--- src/kms_map.svh ---
// Purpose: Constant map of the key matrix scanner.
// Assumes: Included by its bare name from the scanner source.
// Notes:   Definitions only.
`ifndef KMS_MAP_SVH
`define KMS_MAP_SVH

// Reset value of the stored key matrix (no key pressed).
`define KMS_MATRIX_RST      64'h0000_0000_0000_0000
// Row index at which every scan starts.
`define KMS_ROW_FIRST       3'h0
// Reset value of the stable scan counter.
`define KMS_STABLE_RST      16'h0000
// Phase of a row slot in which the row drives and the columns settle.
`define KMS_PHASE_SETTLE    1'h0
// Phase of a row slot in which the columns are sampled.
`define KMS_PHASE_SAMPLE    1'h1
// Intended scanner clock rate, in Hz; debounce is counted in scans of it.
`define KMS_CLK_HZ          32768

`endif

--- src/kms_pkg.sv ---
// Purpose: Types shared by the key matrix scanner.
// Assumes: Nothing beyond the tool defaults.
// Notes:   Constants live in kms_map.svh.
package kms_pkg;

  // One-hot scanner states.
  typedef enum logic [1:0] {
    KMS_IDLE = 2'b01,
    KMS_SCAN = 2'b10
  } kms_fsm_type;

endpackage : kms_pkg

--- src/kms_scanner.sv ---
// Purpose: Automatic scanner for a passive key switch matrix.
// Assumes: Column inputs are synchronous to clk_in and read low when no
//          key joins them to a high row.
// Notes:   No software registers; the debounce count is a plain input.
// Summary of operation
// - In idle every row output is held high and nothing is scanned.
// - Idle is left when any column input changes.
// - A scan raises exactly one row at a time and samples all columns.
// - After debouncing the full state is stored, then an irq is raised.
// - After a report the matrix is scanned on for presses or releases.
// - Every new stored state is followed by a fresh interrupt request.
// - The matrix is eight rows by eight columns, 64 keys at most.
// - Each of the 64 key positions is stored in its own bit.
// - A column change seen in idle gives a wake-up pulse usable in the stop state.
// - The block is meant for the always-on slow clock domain.
`timescale 1ns/1ns
`default_nettype none
`include "kms_map.svh"

module kms_scanner #(
  parameter int ROWS  = 8,
  parameter int COLS  = 8,
  parameter int DEB_W = 16
) (
  // Clock and reset
  input  wire logic               clk_in,
  input  wire logic               rst_n_in,
  // Key matrix pins
  output logic [ROWS-1:0]         row_drive_out,
  input  wire logic [COLS-1:0]    col_sense_in,
  // Control
  input  wire logic [DEB_W-1:0]   debounce_scans_in,
  // Status and events
  output logic [ROWS*COLS-1:0]    key_matrix_out,
  output logic                    key_irq_out,
  output logic                    wake_out,
  output logic                    scan_busy_out
);

  localparam int KEYS  = ROWS * COLS;
  localparam int ROW_W = 3;

  // Row index and key matrix sizes are fixed by the constant map.
  if (ROWS != 8 || COLS != 8 || DEB_W != 16) begin : g_size_check
    $error("kms_scanner serves only an 8 by 8 matrix, 16-bit debounce");
  end

  typedef struct packed {
    kms_pkg::kms_fsm_type  fsm;
    logic                  phase;
    logic [ROW_W-1:0]      row;
    logic [ROWS-1:0]       rows;
    logic [COLS-1:0]       col_prev;
    logic [KEYS-1:0]       snap;
    logic [KEYS-1:0]       last_snap;
    logic [KEYS-1:0]       matrix;
    logic [DEB_W-1:0]      stable;
    logic                  irq_pend;
    logic                  irq;
    logic                  wake;
  } kms_state_type;

  kms_state_type st_ff;
  kms_state_type nxt_st;

  function automatic logic [ROWS-1:0] row_onehot(input logic [ROW_W-1:0] r);
    row_onehot = {{(ROWS-1){1'b0}}, 1'b1} << r;
  endfunction : row_onehot

  logic [KEYS-1:0]  scan_word;
  logic [DEB_W-1:0] stable_inc;
  logic             scan_end;
  logic             accept;

  always_comb begin
    scan_word = st_ff.snap;
    scan_word[st_ff.row*COLS +: COLS] = col_sense_in;
    scan_end = (st_ff.fsm == kms_pkg::KMS_SCAN) &&
               (st_ff.phase == `KMS_PHASE_SAMPLE) &&
               (st_ff.row == ROW_W'(ROWS-1));
    // The counter saturates so a held key never wraps into a re-accept.
    stable_inc = (st_ff.stable == {DEB_W{1'b1}}) ? st_ff.stable
                                                 : st_ff.stable + 1'b1;
    accept = 1'b0;

    nxt_st          = st_ff;
    nxt_st.irq      = st_ff.irq_pend;
    nxt_st.irq_pend = 1'b0;
    nxt_st.wake     = 1'b0;

    case (st_ff.fsm)
      kms_pkg::KMS_IDLE: begin
        nxt_st.rows     = {ROWS{1'b1}};
        nxt_st.col_prev = col_sense_in;
        nxt_st.phase    = 1'b1;
        // The first idle cycle only learns the columns, because col_prev still
        // holds a stale value from before the scan and would fake a change.
        if (st_ff.phase && col_sense_in != st_ff.col_prev) begin
          nxt_st.fsm    = kms_pkg::KMS_SCAN;
          nxt_st.row    = `KMS_ROW_FIRST;
          nxt_st.rows   = row_onehot(`KMS_ROW_FIRST);
          nxt_st.phase  = `KMS_PHASE_SETTLE;
          nxt_st.stable = `KMS_STABLE_RST;
          nxt_st.wake   = 1'b1;
        end
      end
      kms_pkg::KMS_SCAN: begin
        if (st_ff.phase == `KMS_PHASE_SETTLE) begin
          nxt_st.phase = `KMS_PHASE_SAMPLE;
        end else begin
          nxt_st.snap  = scan_word;
          nxt_st.phase = `KMS_PHASE_SETTLE;
          nxt_st.row   = st_ff.row + 1'b1;
          nxt_st.rows  = row_onehot(nxt_st.row);
          if (scan_end) begin
            nxt_st.last_snap = scan_word;
            if (scan_word == st_ff.last_snap) begin
              nxt_st.stable = stable_inc;
            end else begin
              nxt_st.stable = `KMS_STABLE_RST;
            end
            accept = (scan_word == st_ff.last_snap) &&
                     (stable_inc >= debounce_scans_in);
            if (accept && scan_word != st_ff.matrix) begin
              nxt_st.matrix   = scan_word;
              nxt_st.irq_pend = 1'b1;
            end else if (accept && scan_word == `KMS_MATRIX_RST &&
                         st_ff.matrix == `KMS_MATRIX_RST) begin
              // Only a settled, already reported empty matrix rests.
              nxt_st.fsm   = kms_pkg::KMS_IDLE;
              nxt_st.rows  = {ROWS{1'b1}};
              nxt_st.phase = 1'b0;
            end
            // Otherwise scanning goes on for extra presses or releases.
          end
        end
      end
      default: begin
        nxt_st.fsm   = kms_pkg::KMS_IDLE;
        nxt_st.rows  = {ROWS{1'b1}};
        nxt_st.phase = 1'b0;
      end
    endcase
  end

  // Nothing is gated, so scanning runs whenever the slow clock does.
  always_ff @(posedge clk_in) begin
    if (!rst_n_in) begin
      st_ff.fsm       <= kms_pkg::KMS_IDLE;
      st_ff.phase     <= 1'b0;
      st_ff.row       <= `KMS_ROW_FIRST;
      st_ff.rows      <= {ROWS{1'b1}};
      st_ff.col_prev  <= {COLS{1'b0}};
      st_ff.snap      <= `KMS_MATRIX_RST;
      st_ff.last_snap <= `KMS_MATRIX_RST;
      st_ff.matrix    <= `KMS_MATRIX_RST;
      st_ff.stable    <= `KMS_STABLE_RST;
      st_ff.irq_pend  <= 1'b0;
      st_ff.irq       <= 1'b0;
      st_ff.wake      <= 1'b0;
    end else begin
      st_ff <= nxt_st;
    end
  end

  assign row_drive_out  = st_ff.rows;
  assign key_matrix_out = st_ff.matrix;
  assign key_irq_out    = st_ff.irq;
  assign wake_out       = st_ff.wake;
  assign scan_busy_out  = (st_ff.fsm == kms_pkg::KMS_SCAN);
endmodule : kms_scanner
`default_nettype wire

--- config.mk ---
export PLATFORM = sky130hd
export DESIGN_NAME = kms_scanner
export DESIGN_NICKNAME = d
export VERILOG_FILES = /design/src/kms_pkg.sv /design/src/kms_scanner.sv
export VERILOG_INCLUDE_DIRS = /design/src /design/src/src
export SDC_FILE = /design/constraint.sdc
export NUM_CORES = 1
export LEC_CHECK = 0
export ABC_CLOCK_PERIOD_IN_PS = 7820
export BUFFER_PORTS_ARGS = -buffer_cell sky130_fd_sc_hd__buf_2
export CAP_MARGIN = 20
export CELL_PAD_IN_SITES_DETAIL_PLACEMENT = 0
export CELL_PAD_IN_SITES_GLOBAL_PLACEMENT = 2
export CORE_MARGIN = 4
export CORE_UTILIZATION = 40
export CTS_BUF_LIST = sky130_fd_sc_hd__clkbuf_16
export DETAILED_ROUTE_END_ITERATION = 7
export GPL_TIMING_DRIVEN = 0
export PLACE_DENSITY_LB_ADDON = 0.1
export RECOVER_POWER = 25
export SKIP_CTS_REPAIR_TIMING = 1
export SYNTH_ARGS = -nofsm -noshare
export SYNTH_HDL_FRONTEND = slang
export SYNTH_SLANG_ARGS = --single-unit
--- constraint.sdc ---
create_clock -name clk_in -period 7.82 [get_ports clk_in]
set_input_delay 0.391 -clock clk_in [delete_from_list [all_inputs] [get_ports clk_in]]
set_output_delay 0.391 -clock clk_in [all_outputs]
set_load 0.01 [all_outputs]
==> qor.yml, run 1 <==
layout:
  design_area_um2: 16950
  nets: 2060
  seqCellArea_um2: 4664
  drive_above_1_share: 0.1362
  fillers: 3787
  final_common_cell: "nor2_1"
  area_delta_synth_final_pct: 13.59
  final_cell_mix: "234 x nor2_1, 233 x dfxtp_1, 116 x clkbuf_1"
  multiInputGateArea_um2: 8894
outcome:
  status: "completed"
logic_synthesis:
  synth.avg_cell_area_um2: 7.963
  synth_async_sr_flop_share: 0
  yosysSeqAreaShare: 0.3126
  postSynthCellCount: 1874
  synth-main-ff-cell: "dfxtp_1"
  yosys_warnings: 0
  netlist_area_um2: 14920
  ys_ff_latch: 233
  ys_types: 92
  synth_edf_count: 0
  syn_nets: 1927
timing:
  hold_slack_ns: 0.4162
  finalHoldViolations: 0
  grt_setup_unrepaired: "false"
  min_period_ns: 6.828
  tightestPinTransition_ns: 1.218
  max_freq_mhz: 146.4
  slew_violations: 0
  slew_headroom: 0.1882
  period_share: 0.8732
  finClkSkew_ns: 0.01622
  setup_violations: 0
  tns_ns: 0
detailed_routing:
  wl_um: 75450
  dr_total_vias: 15838
  drt-pass1-iter-count: 6
  route.antenna.remaining_nets: 0
  wl_per_cell_um: 30.23
  first_iter_violations: 1852
  viasPerCell: 6.345
  drc: 0
clock_tree:
  cts_made_buffers: 29
  clock_latency_ns: 0.58
  cts-root-buf: "clkbuf_16"
  path_clk_slew_ns: 0.06
  clock-sinks: 233
  clock_path_buffers: 3
  cts_tree: "built"
  cts_max_level: 1
global_route:
  grt_max_degree: 14
  antenna_found_initial: 3
  grt_usage: 0.3541
  overflow: 0
  grt_first_pass_wirelength_um: 106000
  grt_pass1_vias: 14612
setup_path:
  crit_arrival_ns: 7.30
  worstPathMaxFanout: 10
  end_kind: "flip-flop"
  worstReg2RegStart: "st_ff[227]"
  criticalPathCategory: "reg2reg"
  r2r_setup_slack_ns: 0.99
  start_kind: "flip-flop"
  required_ns: 8.29
  crit_start: "st_ff[227]"
job:
  max_cap_violations: 0
placed_design:
  placed_area_um2: 16010
  gp_congestion: 1.074
  port_buffers: 94
  dp_hpwl_um: 58270
die:
  start_util: 0.4066
  die-width_um: 201.1
  fp-row-count: 70
  ioPinCount: 101
  die_y_um: 201.1
  core_area_um2: 36700
  die-area_um2: 40460
power_and_ir_drop:
  p_per_area_nw_per_um2: 188.2
  ir_drop_v: 0.0001611
  power_leakage_nw: 6.860
min_path:
  hp-start: "rst_n_in"
  hold_class: "in2reg"
==> synth_stat cells (all sizes together), types with 16 or more instances <==
master	number	area share
a31o	50	0.029
o21ai	71	0.024
and3	68	0.029
a211oi	98	0.049
buf	106	0.050
a21oi	110	0.038
nor4	42	0.019
mux2i	47	0.032
clkbuf	105	0.026
xor2	62	0.036
ha	27	0.023
nor2b	17	0.0071
o31ai	19	0.012
xnor2	57	0.033
inv	57	0.014
dfxtp	233	0.31
nand2	98	0.025
a21o	16	0.0080
nor3	41	0.014
nand4	41	0.017
nand2b	27	0.011
nor2	238	0.062
nand3	37	0.012
==> through the flow <==
stage               cells    util  worst slack [ns]  power [mW]
finish               2496  0.4619            0.9916       3.190
global route         2495  0.4618            0.8069       3.280
CTS                  2490  0.4610             1.134       3.185
detailed placement   2439  0.4362             1.132       1.852
global placement     2436  0.4354             1.148       1.850
floorplan            1874       -             3.434       1.641
==> path summary, 6_finish.rpt <==
check             cells past startpoint            endpoint
hold reg to reg                       1         key_irq_out
hold / removal                        4           st_ff[14]
setup reg to reg                     18  key_matrix_out[61]
setup / recovery                     18  key_matrix_out[61]
==> metal layers <==
metal | vias up | routed length (um) | GRT usage
li1 | 7033 | - | -
met5 | - | 11 | 0
met2 | 862 | 31970 | 0.5314
met1 | 7721 | 30930 | 0.4654
met3 | 220 | 7681 | 0.09460
met4 | 2 | 4865 | 0.1885
==> critical path: stages, from the launching register on <==
cell	delay [ns]
dfxtp_1	0.50
buf_6	0.19
buf_4	0.21
inv_1	0.17
ha_1	0.30
ha_1	0.38
buf_4	0.22
nor4b_4	0.74
clkbuf_1	0.54
mux2i_1	0.60
nor2_1	0.08
a211oi_1	0.40
nand4_1	0.20
nor4_1	0.49
nand4b_1	0.26
clkbuf_1	0.37
clkbuf_1	0.51
and3_1	0.35
a31o_1	0.18
==> kinds of logic (layout without fill, tap and decap cells) <==
| group | after synthesis | count (layout) | synth area share |
|---|---|---|---|
| muxes | 49 | 49 | 0.03304 |
| buffers and inverters | 270 | 423 | 0.09140 |
| AOI/OAI and AO/OA | 480 | 480 | 0.2239 |
| DFF | 233 | 233 | 0.3126 |
| xor gates and xnor gates | 119 | 119 | 0.06985 |
| other | 0 | 1 | 0 |
| and+or+nand+nor | 696 | 696 | 0.2466 |
| adders and majority gates | 27 | 27 | 0.02264 |
==> cell type report <==
type	count	area share
Antenna cell	1	0.0001476
Buffer	211	0.06740
Clock buffer	29	0.04281
Clock inverter	22	0.01092
Inverter	59	0.01307
Multi-Input combinational cell	1371	0.5247
Sequential cell	233	0.2752
Tap cell	468	0.03455
Timing Repair Buffer	102	0.03122
==> report_power, final <==
group	internal (mW)	leakage (nW)	total, mW	switching, mW
clock	0.769	0.472	1.35	0.579
sequential	1.23	1.88	1.26	0.0286
combinational	0.195	4.51	0.585	0.390
==> state kept, by name (all words and copies together), names as in the netlist <==
name,flops
st_ff,158
row_drive_out,8
key_irq_out,1
key_matrix_out,64
nxt_st,1
wake_out,1
(Power assumes the default switching activity.)
==> run 2, diff against run 1 <==
ABC_CLOCK_PERIOD_IN_PS = 7800   (was 7820)
CORE_UTILIZATION = 37   (was 40)
SLEW_MARGIN = 25   (was not set)
clock period = 7.8 ns   (was 7.82 ns; I/O delays follow)
==> run 2 against run 1 <==
Net effect:
- clock power increased by 5%
- clock skew increased by 0.0044 ns
- worst setup slack got worse by 0.31 ns
==> qor.yml, run 2 (same netlist as run 1, synthesis figures left out) <==
die:
  start_util: 0.3747
  core_area_um2: 39820
  die-width_um: 208.8
  die-area_um2: 43610
  ioPinCount: 101
  die_y_um: 208.8
  fp-row-count: 73
setup_path:
  criticalPathCategory: "reg2reg"
  required_ns: 8.28
  worst_path_largest_cell_delay_ns: 1.00
  start_kind: "flip-flop"
  crit_chain: "buf_6 > buf_4 > inv_1 > ha_1 > ha_1 > buf_4 > nor4b_4 > mux2i_1 > xnor2_1 > a21oi_1 > nand4_1 > or4_4 > nor4_4 > nand2_2 > buf_2 > a31o_1"
  crit_arrival_ns: 7.60
  crit_slowest_cell: "mux2i_1"
  cp_top_family: "simple AND/OR/NAND/NOR gates"
  worstPathMaxFanout: 10
  cp.buffers_inverters: 5
  end_kind: "flip-flop"
layout:
  final_cell_mix: "234 x nor2_1, 233 x dfxtp_1, 112 x clkbuf_1"
  nets: 2053
  final_common_cell: "nor2_1"
  largest_register_ff_count: 158
  drive_above_1_share: 0.1381
  top_register: "st_ff"
  area_delta_synth_final_pct: 14.26
min_path:
  hold_class: "in2reg"
clock_tree:
  cts-root-buf: "clkbuf_16"
  path_clk_slew_ns: 0.06
  clock_latency_ns: 0.59
  cts_made_buffers: 30
  cts_max_level: 1
  cts_tree: "built"
  clock_path_buffers: 3
  clock-sinks: 233
power_and_ir_drop:
  finalPower_mw: 3.262
  p_per_area_nw_per_um2: 191.3
  ir_drop_v: 0.0001718
  power_leakage_nw: 6.865
global_route:
  overflow: 0
  grt_pass1_vias: 14585
  antenna_found_initial: 3
  grt_max_degree: 15
  grt_first_pass_wirelength_um: 110800
  grt_usage: 0.3467
timing:
  grt_setup_unrepaired: "false"
  min_period_ns: 7.120
  setup_violations: 0
  slew_violations: 0
  slew_headroom: 0.1958
  max_freq_mhz: 140.5
  hold_slack_ns: 0.4162
  tightestPinTransition_ns: 1.195
  postLayoutSetupSlackWorst_ns: 0.6803
  tns_ns: 0
  finClkSkew_ns: 0.02062
  finalHoldViolations: 0
  period_share: 0.9128
detailed_routing:
  route.antenna.remaining_nets: 0
  dr_total_vias: 15766
  wl_um: 78980
  first_iter_violations: 1763
  drc: 0
  viasPerCell: 6.192
  wl_per_cell_um: 31.02
  drt-pass1-iter-count: 6
placed_design:
  port_buffers: 94
  dp_hpwl_um: 60770
  gp_congestion: 1.024
  dp_slack_ns: 0.9165
job:
  max_cap_violations: 0
outcome:
  status: "completed"
-- run 2: worst register-to-register path: stages (launching register included) --
cell	delay (ns)
dfxtp_1	0.52
buf_6	0.20
buf_4	0.20
inv_1	0.19
ha_1	0.32
ha_1	0.38
buf_4	0.22
nor4b_4	0.80
mux2i_1	1.01
xnor2_1	0.24
a21oi_1	0.22
nand4_1	0.14
or4_4	0.62
nor4_4	0.82
nand2_2	0.43
buf_2	0.41
a31o_1	0.30
-- run 2: area by class of cell --
cell class | count | area, um^2
timing repair buffer | 94 | 456.7
buffer | 211 | 1147
sequential | 233 | 4664
clock buffer | 31 | 775.7
antenna | 1 | 2.502
fill | 4271 | 22770
inverter | 59 | 221.5
clock inverter | 21 | 191.4
tap | 525 | 656.9
multi-input combinational | 1371 | 8934
-- run 2: layer usage --
metal	part of all wire	up-vias	wire length (um)	GRT usage
li1	-	7025	-	-
met1	0.43	7738	33730	0.4716
met2	0.42	810	33320	0.5181
met3	0.089	191	7043	0.07852
met4	0.062	2	4863	0.1715
met5	0.00016	-	13	0
-- run 2: final timing paths --
check | startpoint | to | slack, ns | cells after the start
max | st_ff[227] | key_matrix_out[58] | 0.68 | 16
min | rst_n_in | st_ff[14] | 0.42 | 4
max reg2reg | st_ff[227] | key_matrix_out[58] | 0.68 | 16
min reg2reg | nxt_st[1] | key_irq_out | 0.46 | 1
-- run 2: power breakdown --
group	internal, mW	switching [mW]
registers	1.23	0.0297
clock network	0.838	0.577
logic	0.195	0.390
total	2.26	0.997
-- run 2: metrics by stage --
step	util	instance area, um^2	cells
after floorplan	-	14920	1874
after global placement	0.4030	16050	2493
after detailed placement	0.4040	16090	2493
after CTS	0.4283	17060	2545
after global routing	0.4281	17050	2545
final	0.4281	17050	2546
